## src/rtl/ilv_pkg.sv

```systemverilog
package ilv_pkg;
  // register indices in the special purpose data memory window
  localparam logic [2:0] ILV_IDX_EDGE = 3'h0;
  localparam logic [2:0] ILV_IDX_CTRL_A = 3'h1;
  localparam logic [2:0] ILV_IDX_CTRL_B = 3'h2;
  localparam logic [2:0] ILV_IDX_CTRL_C = 3'h3;
  localparam logic [2:0] ILV_IDX_GRP0 = 3'h4;
  localparam logic [2:0] ILV_IDX_GRP1 = 3'h5;
  localparam logic [2:0] ILV_IDX_GRP2 = 3'h6;
  localparam logic [2:0] ILV_IDX_LVD = 3'h7;
  localparam logic [7:0] ILV_RESET_VAL = 8'h00;
  // field positions
  localparam int ILV_A_NVF = 6;
  localparam int ILV_A_LVF = 5;
  localparam int ILV_A_EXF = 4;
  localparam int ILV_A_NVE = 3;
  localparam int ILV_A_LVE = 2;
  localparam int ILV_A_EXE = 1;
  localparam int ILV_A_GIE = 0;
  localparam int ILV_B_TIMEBASE0_REQ_FLAG = 7;
  localparam int ILV_B_GRPF = 4;
  localparam int ILV_B_TIMEBASE0_INT_ENABLE = 3;
  localparam int ILV_B_GRPE = 0;
  localparam int ILV_C_SPF = 6;
  localparam int ILV_C_UAF = 5;
  localparam int ILV_C_TIMEBASE1_REQ_FLAG = 4;
  localparam int ILV_C_SPE = 2;
  localparam int ILV_C_UAE = 1;
  localparam int ILV_C_TIMEBASE1_INT_ENABLE = 0;
  localparam int ILV_G_CMPF = 5;
  localparam int ILV_G_PERF = 4;
  localparam int ILV_G_CMPE = 1;
  localparam int ILV_G_PERE = 0;
  localparam int ILV_L_FLAG = 5;
  localparam int ILV_L_EN = 4;
  localparam int ILV_L_BG = 3;
  localparam logic [1:0] ILV_EDGE_OFF = 2'h0;
  localparam logic [1:0] ILV_EDGE_RISE = 2'h1;
  localparam logic [1:0] ILV_EDGE_FALL = 2'h2;
  localparam logic [1:0] ILV_EDGE_BOTH = 2'h3;
  localparam logic [2:0] ILV_THR_PIN = 3'h0;
  // interrupt delay after the flag rises, in ns, and its cycle count
  localparam int ILV_IRQ_DELAY_NS = 1000;
  localparam int ILV_CLK_PERIOD_NS = 25;
  localparam int ILV_IRQ_DELAY_CYC =
    (ILV_IRQ_DELAY_NS + ILV_CLK_PERIOD_NS - 1) / ILV_CLK_PERIOD_NS;
  localparam int ILV_DEB_CYC = 3;
  // vector numbers, lowest number highest priority
  localparam logic [3:0] ILV_VEC_EXT = 4'h0;
  localparam logic [3:0] ILV_VEC_GRP0 = 4'h1;
  localparam logic [3:0] ILV_VEC_GRP1 = 4'h2;
  localparam logic [3:0] ILV_VEC_GRP2 = 4'h3;
  localparam logic [3:0] ILV_VEC_TB0 = 4'h4;
  localparam logic [3:0] ILV_VEC_TB1 = 4'h5;
  localparam logic [3:0] ILV_VEC_LVD = 4'h6;
  localparam logic [3:0] ILV_VEC_NVD = 4'h7;
  localparam logic [3:0] ILV_VEC_UART = 4'h8;
  localparam logic [3:0] ILV_VEC_SPI = 4'h9;
  typedef struct packed {
    logic [2:0] period_match;
    logic [2:0] compare_match;
    logic tb0;
    logic tb1;
    logic nvdata;
    logic serial_periph;
    logic async_serial;
  } ilv_events_type;
  typedef struct packed {
    logic req;
    logic [3:0] vec;
  } ilv_irq_type;
endpackage

```

## src/rtl/ilv_ctrl.sv

```systemverilog
`timescale 1ns/10ps
// Summary of operation
// - two-bit edge field: off, rising, falling or both edges on the pin.
// - first control register holds nvdata, undervolt and pin flags at 6,5,4.
// - first control register enables at 3..0, bit 0 the global enable.
// - second register: time base 0 flag bit 7, group flags bits 6..4.
// - second register: time base 0 enable bit 3, group enables bits 2..0.
// - unused bits read zero; all control bits reset to zero.
// - groups gather period and compare match requests, each flag and enable.
// - seven interrupt registers plus the detector register, program visible.
// - threshold field picks one of eight levels, 001..111 supply thresholds.
// - threshold code 000 compares the external sense pin to 1.23V.
// - read-only undervolt flag at bit 5, one when below threshold.
// - detector enable bit 4 switches the detector circuits on and off.
// - bandgap on when detector running, low voltage reset or bandgap bit enabled.
// - detector is forced off while in sleep.
// - detector interrupt input is debounced on the slow internal clock.
// - undervolt request flag set only after a fixed delay past rising.
// - undervolt request wakes from idle; preset flag prevents the wake.
// - flags set regardless of enables, except second register group flags (need an enabled match); dispatch needs source and global.
// - servicing clears the global enable; later events still latch.
// - no acknowledge while the return stack is full.
module ilv_ctrl
  import ilv_pkg::*;
#(
  parameter int IRQ_DELAY_CYC = ILV_IRQ_DELAY_CYC,
  parameter int DEB_CYC = ILV_DEB_CYC
) (
  input wire logic mclk_i,
  input wire logic sys_rst_i,
  input wire logic sel_i,
  input wire logic wr_i,
  input wire logic [2:0] addr_i,
  input wire logic [7:0] wdata_i,
  output logic [7:0] rdata_o,
  input wire logic ext_int_pin_i,
  input wire logic cmp_undervolt_i,
  input wire logic slow_internal_osc_i,
  input wire logic lvr_enable_i,
  input wire logic sleep_i,
  input wire logic idle_i,
  input wire logic stack_full_i,
  input wire logic ack_i,
  input wire ilv_events_type events_i,
  output ilv_irq_type irq_o,
  output logic wake_o,
  output logic detector_on_o,
  output logic bandgap_on_o,
  output logic sense_pin_sel_o,
  output logic [2:0] threshold_select_o
);
  if (IRQ_DELAY_CYC < 1 || IRQ_DELAY_CYC > 65535 || DEB_CYC < 1 ||
      DEB_CYC > 255) begin : g_bad_delay
    $error("ilv_ctrl: unsupported delay parameters");
  end

  logic [1:0] edge_reg, edge_next;
  logic [7:0] ctrl_a_reg, ctrl_a_next;
  logic [7:0] ctrl_b_reg, ctrl_b_next;
  logic [7:0] ctrl_c_reg, ctrl_c_next;
  logic [3:0] grp_reg [3], grp_next [3];
  logic [4:0] lvd_reg, lvd_next;
  logic [7:0] rdata_reg, rdata_next;
  ilv_irq_type irq_reg, irq_next;
  logic wake_reg, wake_next;
  logic [2:0] pin_sync_reg, pin_sync_next;
  logic [1:0] cmp_sync_reg, cmp_sync_next;
  logic [2:0] osc_sync_reg, osc_sync_next;
  logic [7:0] deb_cnt_reg, deb_cnt_next;
  logic deb_reg, deb_next;
  logic [15:0] dly_cnt_reg, dly_cnt_next;
  logic uv_flag;
  logic osc_tick;
  logic pin_rise, pin_fall, pin_evt, lv_evt;
  logic [2:0] grp_pend;
  logic [9:0] pend;
  logic wr_a, wr_b, wr_c;
  logic det_on_next, bg_on_next, pin_sel_next;

  assign wr_a = sel_i && wr_i && (addr_i == ILV_IDX_CTRL_A);
  assign wr_b = sel_i && wr_i && (addr_i == ILV_IDX_CTRL_B);
  assign wr_c = sel_i && wr_i && (addr_i == ILV_IDX_CTRL_C);
  // flag from the comparator only while detector runs
  assign uv_flag = cmp_sync_reg[1] && lvd_reg[ILV_L_EN] && !sleep_i;
  assign osc_tick = osc_sync_reg[1] && !osc_sync_reg[2];
  // edge compare of synchronized pin level
  assign pin_rise = pin_sync_reg[1] && !pin_sync_reg[2];
  assign pin_fall = !pin_sync_reg[1] && pin_sync_reg[2];
  always_comb begin
    case (edge_reg)
      ILV_EDGE_OFF: pin_evt = 1'b0;
      ILV_EDGE_RISE: pin_evt = pin_rise;
      ILV_EDGE_FALL: pin_evt = pin_fall;
      ILV_EDGE_BOTH: pin_evt = pin_rise || pin_fall;
      default: pin_evt = 1'b0;
    endcase
  end
  // request fires when the delay count reaches IRQ_DELAY_CYC - 1, one below where it stops
  assign lv_evt = deb_reg && (dly_cnt_reg == 16'(IRQ_DELAY_CYC - 1));

  // synchronisers, debounce and delay
  always_comb begin
    pin_sync_next = {pin_sync_reg[1:0], ext_int_pin_i};
    cmp_sync_next = {cmp_sync_reg[0], cmp_undervolt_i};
    osc_sync_next = {osc_sync_reg[1:0], slow_internal_osc_i};
    deb_cnt_next = deb_cnt_reg;
    deb_next = deb_reg;
    // level must hold DEB_CYC slow ticks to change the debounced copy
    if (uv_flag == deb_reg) begin
      deb_cnt_next = 8'h00;
    end else if (osc_tick) begin
      if (deb_cnt_reg == 8'(DEB_CYC - 1)) begin
        deb_next = uv_flag;
        deb_cnt_next = 8'h00;
      end else begin
        deb_cnt_next = deb_cnt_reg + 8'h01;
      end
    end
    // count from debounced rise, stops after one request
    if (!deb_reg) begin
      dly_cnt_next = 16'h0000;
    end else if (dly_cnt_reg != 16'(IRQ_DELAY_CYC)) begin
      dly_cnt_next = dly_cnt_reg + 16'h0001;
    end else begin
      dly_cnt_next = dly_cnt_reg;
    end
  end

  always_ff @(posedge mclk_i) begin
    // pin chain runs through reset so no false edge follows it
    pin_sync_reg <= pin_sync_next;
    if (sys_rst_i) begin
      cmp_sync_reg <= 2'h0;
      osc_sync_reg <= 3'h0;
      deb_cnt_reg <= 8'h00;
      deb_reg <= 1'b0;
      dly_cnt_reg <= 16'h0000;
    end else begin
      cmp_sync_reg <= cmp_sync_next;
      osc_sync_reg <= osc_sync_next;
      deb_cnt_reg <= deb_cnt_next;
      deb_reg <= deb_next;
      dly_cnt_reg <= dly_cnt_next;
    end
  end

  // group pending: any enabled period or compare match flag
  for (genvar g = 0; g < 3; g++) begin : g_grp
    assign grp_pend[g] = (grp_reg[g][ILV_G_PERF-2] && grp_reg[g][0]) ||
                         (grp_reg[g][ILV_G_CMPF-2] && grp_reg[g][1]);
  end

  // pending vector list in priority order, bit 0 highest
  assign pend = {
    ctrl_c_reg[ILV_C_SPF] && ctrl_c_reg[ILV_C_SPE],
    ctrl_c_reg[ILV_C_UAF] && ctrl_c_reg[ILV_C_UAE],
    ctrl_a_reg[ILV_A_NVF] && ctrl_a_reg[ILV_A_NVE],
    ctrl_a_reg[ILV_A_LVF] && ctrl_a_reg[ILV_A_LVE],
    ctrl_c_reg[ILV_C_TIMEBASE1_REQ_FLAG] && ctrl_c_reg[ILV_C_TIMEBASE1_INT_ENABLE],
    ctrl_b_reg[ILV_B_TIMEBASE0_REQ_FLAG] && ctrl_b_reg[ILV_B_TIMEBASE0_INT_ENABLE],
    ctrl_b_reg[ILV_B_GRPF+2] && ctrl_b_reg[ILV_B_GRPE+2],
    ctrl_b_reg[ILV_B_GRPF+1] && ctrl_b_reg[ILV_B_GRPE+1],
    ctrl_b_reg[ILV_B_GRPF] && ctrl_b_reg[ILV_B_GRPE],
    ctrl_a_reg[ILV_A_EXF] && ctrl_a_reg[ILV_A_EXE]
  };

  always_comb begin
    edge_next = edge_reg;
    ctrl_a_next = ctrl_a_reg;
    ctrl_b_next = ctrl_b_reg;
    ctrl_c_next = ctrl_c_reg;
    lvd_next = lvd_reg;
    for (int g = 0; g < 3; g++) begin
      grp_next[g] = grp_reg[g];
    end
    if (sel_i && wr_i) begin
      case (addr_i)
        ILV_IDX_EDGE: edge_next = wdata_i[1:0];
        ILV_IDX_CTRL_A: ctrl_a_next = {1'b0, wdata_i[6:0]};
        ILV_IDX_CTRL_B: ctrl_b_next = wdata_i;
        ILV_IDX_CTRL_C: ctrl_c_next = {1'b0, wdata_i[6:4], 1'b0,
                                       wdata_i[2:0]};
        ILV_IDX_GRP0: grp_next[0] = {wdata_i[5:4], wdata_i[1:0]};
        ILV_IDX_GRP1: grp_next[1] = {wdata_i[5:4], wdata_i[1:0]};
        ILV_IDX_GRP2: grp_next[2] = {wdata_i[5:4], wdata_i[1:0]};
        ILV_IDX_LVD: lvd_next = wdata_i[4:0];
        default: edge_next = edge_reg;
      endcase
    end
    // service acknowledge clears global enable and auto flags
    if (ack_i && irq_reg.req) begin
      ctrl_a_next[ILV_A_GIE] = 1'b0;
      case (irq_reg.vec)
        ILV_VEC_EXT: ctrl_a_next[ILV_A_EXF] = 1'b0;
        ILV_VEC_GRP0: ctrl_b_next[ILV_B_GRPF] = 1'b0;
        ILV_VEC_GRP1: ctrl_b_next[ILV_B_GRPF+1] = 1'b0;
        ILV_VEC_GRP2: ctrl_b_next[ILV_B_GRPF+2] = 1'b0;
        ILV_VEC_TB0: ctrl_b_next[ILV_B_TIMEBASE0_REQ_FLAG] = 1'b0;
        ILV_VEC_TB1: ctrl_c_next[ILV_C_TIMEBASE1_REQ_FLAG] = 1'b0;
        ILV_VEC_LVD: ctrl_a_next[ILV_A_LVF] = 1'b0;
        ILV_VEC_NVD: ctrl_a_next[ILV_A_NVF] = 1'b0;
        ILV_VEC_UART: ctrl_c_next[ILV_C_UAF] = 1'b0;
        ILV_VEC_SPI: ctrl_c_next[ILV_C_SPF] = 1'b0;
        default: ctrl_a_next[ILV_A_GIE] = 1'b0;
      endcase
    end
    // events set flags last so a set beats a clear
    if (pin_evt) ctrl_a_next[ILV_A_EXF] = 1'b1;
    if (lv_evt) ctrl_a_next[ILV_A_LVF] = 1'b1;
    if (events_i.nvdata) ctrl_a_next[ILV_A_NVF] = 1'b1;
    if (events_i.tb0) ctrl_b_next[ILV_B_TIMEBASE0_REQ_FLAG] = 1'b1;
    if (events_i.tb1) ctrl_c_next[ILV_C_TIMEBASE1_REQ_FLAG] = 1'b1;
    if (events_i.serial_periph) ctrl_c_next[ILV_C_SPF] = 1'b1;
    if (events_i.async_serial) ctrl_c_next[ILV_C_UAF] = 1'b1;
    for (int g = 0; g < 3; g++) begin
      if (events_i.period_match[g]) grp_next[g][2] = 1'b1;
      if (events_i.compare_match[g]) grp_next[g][3] = 1'b1;
      // group flag follows an enabled pending timer request
      if (grp_pend[g]) ctrl_b_next[ILV_B_GRPF+g] = 1'b1;
    end
  end

  always_comb begin
    case (addr_i)
      ILV_IDX_EDGE: rdata_next = {6'h00, edge_reg};
      ILV_IDX_CTRL_A: rdata_next = ctrl_a_reg;
      ILV_IDX_CTRL_B: rdata_next = ctrl_b_reg;
      ILV_IDX_CTRL_C: rdata_next = ctrl_c_reg;
      ILV_IDX_GRP0: rdata_next = {2'h0, grp_reg[0][3:2], 2'h0,
                                  grp_reg[0][1:0]};
      ILV_IDX_GRP1: rdata_next = {2'h0, grp_reg[1][3:2], 2'h0,
                                  grp_reg[1][1:0]};
      ILV_IDX_GRP2: rdata_next = {2'h0, grp_reg[2][3:2], 2'h0,
                                  grp_reg[2][1:0]};
      ILV_IDX_LVD: rdata_next = {2'h0, uv_flag, lvd_reg};
      default: rdata_next = 8'h00;
    endcase
    irq_next.req = 1'b0;
    irq_next.vec = 4'h0;
    // highest priority enabled request, global gate
    for (int i = 9; i >= 0; i--) begin
      if (pend[i]) begin
        irq_next.vec = 4'(i);
      end
    end
    irq_next.req = (pend != 10'h000) && ctrl_a_next[ILV_A_GIE] &&
                   !stack_full_i && !(ack_i && irq_reg.req);
    // new undervolt request wakes from idle; preset flag blocks it
    wake_next = idle_i && lv_evt && !ctrl_a_reg[ILV_A_LVF];
    det_on_next = lvd_next[ILV_L_EN] && !sleep_i;
    bg_on_next = det_on_next || lvr_enable_i || lvd_next[ILV_L_BG];
    pin_sel_next = lvd_next[2:0] == ILV_THR_PIN;
  end

  always_ff @(posedge mclk_i) begin
    if (sys_rst_i) begin
      edge_reg <= 2'h0;
      ctrl_a_reg <= ILV_RESET_VAL;
      ctrl_b_reg <= ILV_RESET_VAL;
      ctrl_c_reg <= ILV_RESET_VAL;
      for (int g = 0; g < 3; g++) begin
        grp_reg[g] <= 4'h0;
      end
      lvd_reg <= 5'h00;
      rdata_reg <= ILV_RESET_VAL;
      irq_reg <= '0;
      wake_reg <= 1'b0;
    end else begin
      edge_reg <= edge_next;
      ctrl_a_reg <= ctrl_a_next;
      ctrl_b_reg <= ctrl_b_next;
      ctrl_c_reg <= ctrl_c_next;
      for (int g = 0; g < 3; g++) begin
        grp_reg[g] <= grp_next[g];
      end
      lvd_reg <= lvd_next;
      rdata_reg <= rdata_next;
      irq_reg <= irq_next;
      wake_reg <= wake_next;
    end
  end

  always_ff @(posedge mclk_i) begin
    if (sys_rst_i) begin
      detector_on_o <= 1'b0;
      bandgap_on_o <= 1'b0;
      sense_pin_sel_o <= 1'b0;
      threshold_select_o <= 3'h0;
    end else begin
      detector_on_o <= det_on_next;
      bandgap_on_o <= bg_on_next;
      sense_pin_sel_o <= pin_sel_next;
      threshold_select_o <= lvd_next[2:0];
    end
  end

  assign rdata_o = rdata_reg;
  assign irq_o = irq_reg;
  assign wake_o = wake_reg;

  chk_ack_clears_gie: assert property (@(posedge mclk_i)
    disable iff (sys_rst_i) (ack_i && irq_reg.req && !wr_a)
    |=> !ctrl_a_reg[ILV_A_GIE]) else $error("global enable not cleared");
  chk_stack_full_block: assert property (@(posedge mclk_i)
    disable iff (sys_rst_i) stack_full_i |=> !irq_reg.req)
    else $error("request while stack full");
  chk_pin_flag_set: assert property (@(posedge mclk_i)
    disable iff (sys_rst_i) pin_evt |=> ctrl_a_reg[ILV_A_EXF])
    else $error("pin flag not set");
  chk_edge_off: assert property (@(posedge mclk_i)
    disable iff (sys_rst_i) (edge_reg == ILV_EDGE_OFF && !wr_a &&
    !ctrl_a_reg[ILV_A_EXF]) |=> !ctrl_a_reg[ILV_A_EXF])
    else $error("pin flag set with edge off");
  chk_no_gie_no_irq: assert property (@(posedge mclk_i)
    disable iff (sys_rst_i) (!ctrl_a_reg[ILV_A_GIE] && !wr_a) |=> !irq_reg.req)
    else $error("request without global enable");
  chk_sleep_off: assert property (@(posedge mclk_i)
    disable iff (sys_rst_i) sleep_i |=> !detector_on_o)
    else $error("detector on in sleep");
  chk_bandgap_on: assert property (@(posedge mclk_i)
    disable iff (sys_rst_i) lvr_enable_i |=> bandgap_on_o)
    else $error("bandgap off with reset enabled");
  chk_lvf_delay: assert property (@(posedge mclk_i)
    disable iff (sys_rst_i) $rose(lv_evt) |-> $past(deb_reg, 1))
    else $error("undervolt request without delay");
  chk_unused_zero: assert property (@(posedge mclk_i)
    disable iff (sys_rst_i) !ctrl_a_reg[7] && !ctrl_c_reg[7] &&
    !ctrl_c_reg[3]) else $error("unused bit set");
endmodule

```

## config.mk

```make
export PLATFORM = sky130hd
export DESIGN_NAME = ilv_ctrl
export DESIGN_NICKNAME = d
export VERILOG_FILES = /design/src/rtl/ilv_pkg.sv /design/src/rtl/ilv_ctrl.sv
export SDC_FILE = /design/constraint.sdc
export NUM_CORES = 1
export LEC_CHECK = 0
export ABC_AREA = 1
export BUFFER_PORTS_ARGS = -buffer_cell sky130_fd_sc_hd__buf_2
export CAP_MARGIN = 20
export CORE_MARGIN = 2
export CORE_UTILIZATION = 45
export DETAILED_ROUTE_END_ITERATION = 6
export PLACE_DENSITY_LB_ADDON = 0.05
export SYNTH_ARGS = -nofsm -noshare
export SYNTH_HDL_FRONTEND = slang
export SYNTH_SLANG_ARGS = --single-unit
```

## constraint.sdc

```tcl
create_clock -name mclk_i -period 2.8 [get_ports mclk_i]
set_clock_uncertainty 0.2 [all_clocks]
set_input_delay 0.42 -clock mclk_i [delete_from_list [all_inputs] [get_ports mclk_i]]
set_output_delay 0.42 -clock mclk_i [all_outputs]
set_load 0.005 [all_outputs]
```

==> results.yml <==
sta:
  setup_viol: 0
  min_period_ns: 1.67
  rsz0062_at_grt: "no"
  final_hold_viol_count: 0
  tightest_slew_ns: 0.561
  setup_slack_ns: 1.13
  maxSlewHeadroom: 0.626
  tns_ns: 0
  hold_slack_ns: 0.0120
  period_share: 0.597
  max_freq_ghz: 0.599
  drv_slew: 0
global_route:
  top_usage_layer: "met2"
  grt_util_met2: 0.326
  grt_pass1_vias: 3371
  met3_usage: 0.0286
  grt_max_degree: 33
  track_usage: 0.204
  overflow: 0
  use_met1: 0.279
  grt_pass1_wl_mm: 16.0
  antenna_found_initial: 0
clocking:
  cts_root_buf: "clkbuf_8"
  postCtsSetupRepairBufs: 0
  ctsHoldBuffers: 1
  clk_latency_ns: 0.36
  cts_buffers: 9
  cts.sinks: 90
  cts_tree: "done"
  htree_levels: 3
  post_cts_resized: 0
  clockBufferDepth: 2
  clk_pin_slew_ns: 0.09
synth:
  ys_seq_area_frac: 0.435
  yosys-top-cells-count: "nand2_1, inv_1, dfxtp_1, a21oi_1, nor2_1"
  synth_top_area_frac: 0.435
  synth_seq_cells: 90
  synth.distinct_cells: 42
  synthesis.nets: 609
  synth.most_common_cell: "nand2_1"
  synth-edff-count: 0
  netlist_instances: 569
  synth_ff_type: "dfxtp_1"
  async_reset_ff_frac: 0
  synth_warnings: 0
  synth_area_leaders: "dfxtp_1, nand2_1, inv_1, a21oi_1, o21ai_0"
  avgSynthCellArea_um2: 7.27
  post-synth-top-area-cell: "dfxtp_1"
  synth_area_um2: 4140
final_layout:
  stdcell_count: 735
  largest_register_ffs: 16
  seq_area_um2: 1800
  drive_gt1_frac: 0.153
  nNetsFinal: 662
  multi_input_area_um2: 1900
  n_antenna_cell: 0
  fin_util: 0.535
  n_fill_cell: 868
  areaGrowthSynthToFinish_pct: 13.8
power:
  power_switching_share: 0.231
  p_comb_frac: 0.066
  internal_power_mw: 1.93
  powerDensity_nw_per_um2: 533
  ir_drop_mv: 0.299
  p_sw_mw: 0.580
  p_clk_frac: 0.402
  power.leakage_nw: 2.01
  p_seq_frac: 0.531
drt:
  drt_wl_total_mm: 9.92
  num_vias: 3737
  drt_first_pass_iters: 5
  antenna_left: 0
  avgRoutedWirePerCell_um: 13.5
  drc: 0
  vias_per_cell: 5.08
  drtIter0Drc: 172
floorplanning:
  dieArea_um2: 9980
  fp.dieW_um: 99.9
  die_h_um: 99.9
  ios: 54
  initial_utilization: 0.470
  core_um2: 8810
  rows: 34
placed_design:
  placement.io_buffers: 53
  gp_congestion: 0.856
  dp.cells: 718
  hpwl_mm: 7.34
  dp_slack_ns: 0.811
worst_setup_path:
  path_cells: "ha_1 -> nand2_1 -> inv_1 -> nand3_2 -> nor3_4 -> nand2_1 -> o21ai_0 -> nor2_1"
  cpLargestDelayFamily: "simple AND/OR/NAND/NOR gates"
  crit_top_cell: "nand2_1"
  startpoint_type: "flop"
  worst-path-max-fanout: 4
  crit_buf_inv: 1
  r2r_slack_ns: 1.13
  crit_slowest_cell: "dfxtp_1"
  cpPeakStageDelay_ns: 0.37
  end_kind: "flop"
  worstPathRequired_ns: 2.86
  worstPathArrival_ns: 1.73
  critical_path_class: "flop to flop"
status:
  status: "finished clean"
hold_path:
  hold_class: "input pin to flop"
run:
  maxCapViolations: 0
through the flow:
| stage | total power [mW] | area (µm²) |
|---|---|---|
| after floorplan | 1.46 | 4140 |
| after global placement | 1.52 | 4470 |
| after detailed placement | 1.53 | 4470 |
| after CTS | 2.53 | 4710 |
| after global routing | 2.62 | 4710 |
| final | 2.51 | 4710 |
final cells by class:
type	count	share of cell area
Inverter	93	0.0742
Timing Repair Buffer	56	0.0617
Sequential cell	90	0.383
Multi-Input combinational cell	372	0.404
Clock buffer	12	0.0330
Clock inverter	4	0.0157
Tap cell	108	0.0287
cells in the final DEF, fill, tap and decap left out, drive strengths merged, types with 7 or more instances in the layout:
| cell type | n |
|---|---|
| buf | 55 |
| nor3 | 17 |
| o21ai | 46 |
| nand2 | 109 |
| clkbuf | 12 |
| inv | 93 |
| dfxtp | 90 |
| a21oi | 58 |
| o22ai | 7 |
| nand3 | 27 |
| nor2 | 63 |
cell families (layout without fill, tap and decap cells):
group	Yosys count	after routing	synth area share
AND/OR/NAND/NOR	229	229	0.254
AO/OA/AOI/OAI	134	134	0.181
buffers and inverters	107	165	0.105
flip-flops	90	90	0.435
adder cells (fa/ha/maj)	6	6	0.0181
XOR/XNOR	3	3	0.00635
final timing paths:
kind                               start                           end  cells past startpoint
max          dly_cnt_reg[0]$_SDFFE_PP0P_  dly_cnt_reg[10]$_SDFFE_PP0P_                      8
min reg2reg      pin_sync_reg[0]$_DFF_P_       pin_sync_reg[1]$_DFF_P_                      0
max reg2reg  dly_cnt_reg[0]$_SDFFE_PP0P_  dly_cnt_reg[10]$_SDFFE_PP0P_                      8
min                         stack_full_i           irq_o[4]$_SDFF_PP0_                      2
per-layer routing:
metal	wire, µm	up-vias
met2	4520	89
met5	0	-
met4	166	0
met3	517	13
li1	-	1956
met1	4720	1679
power groups by stage:
| stage | sequential [mW] | clock [mW] | combinational [mW] |
|---|---|---|---|
| floorplan | 1.36 | 0 | 0.101 |
| global placement | 1.36 | 0 | 0.162 |
| detailed placement | 1.36 | 0 | 0.164 |
| CTS | 1.33 | 1.03 | 0.167 |
| global route | 1.34 | 1.09 | 0.186 |
| finish | 1.33 | 1.01 | 0.167 |
(Power assumes the default switching activity.)
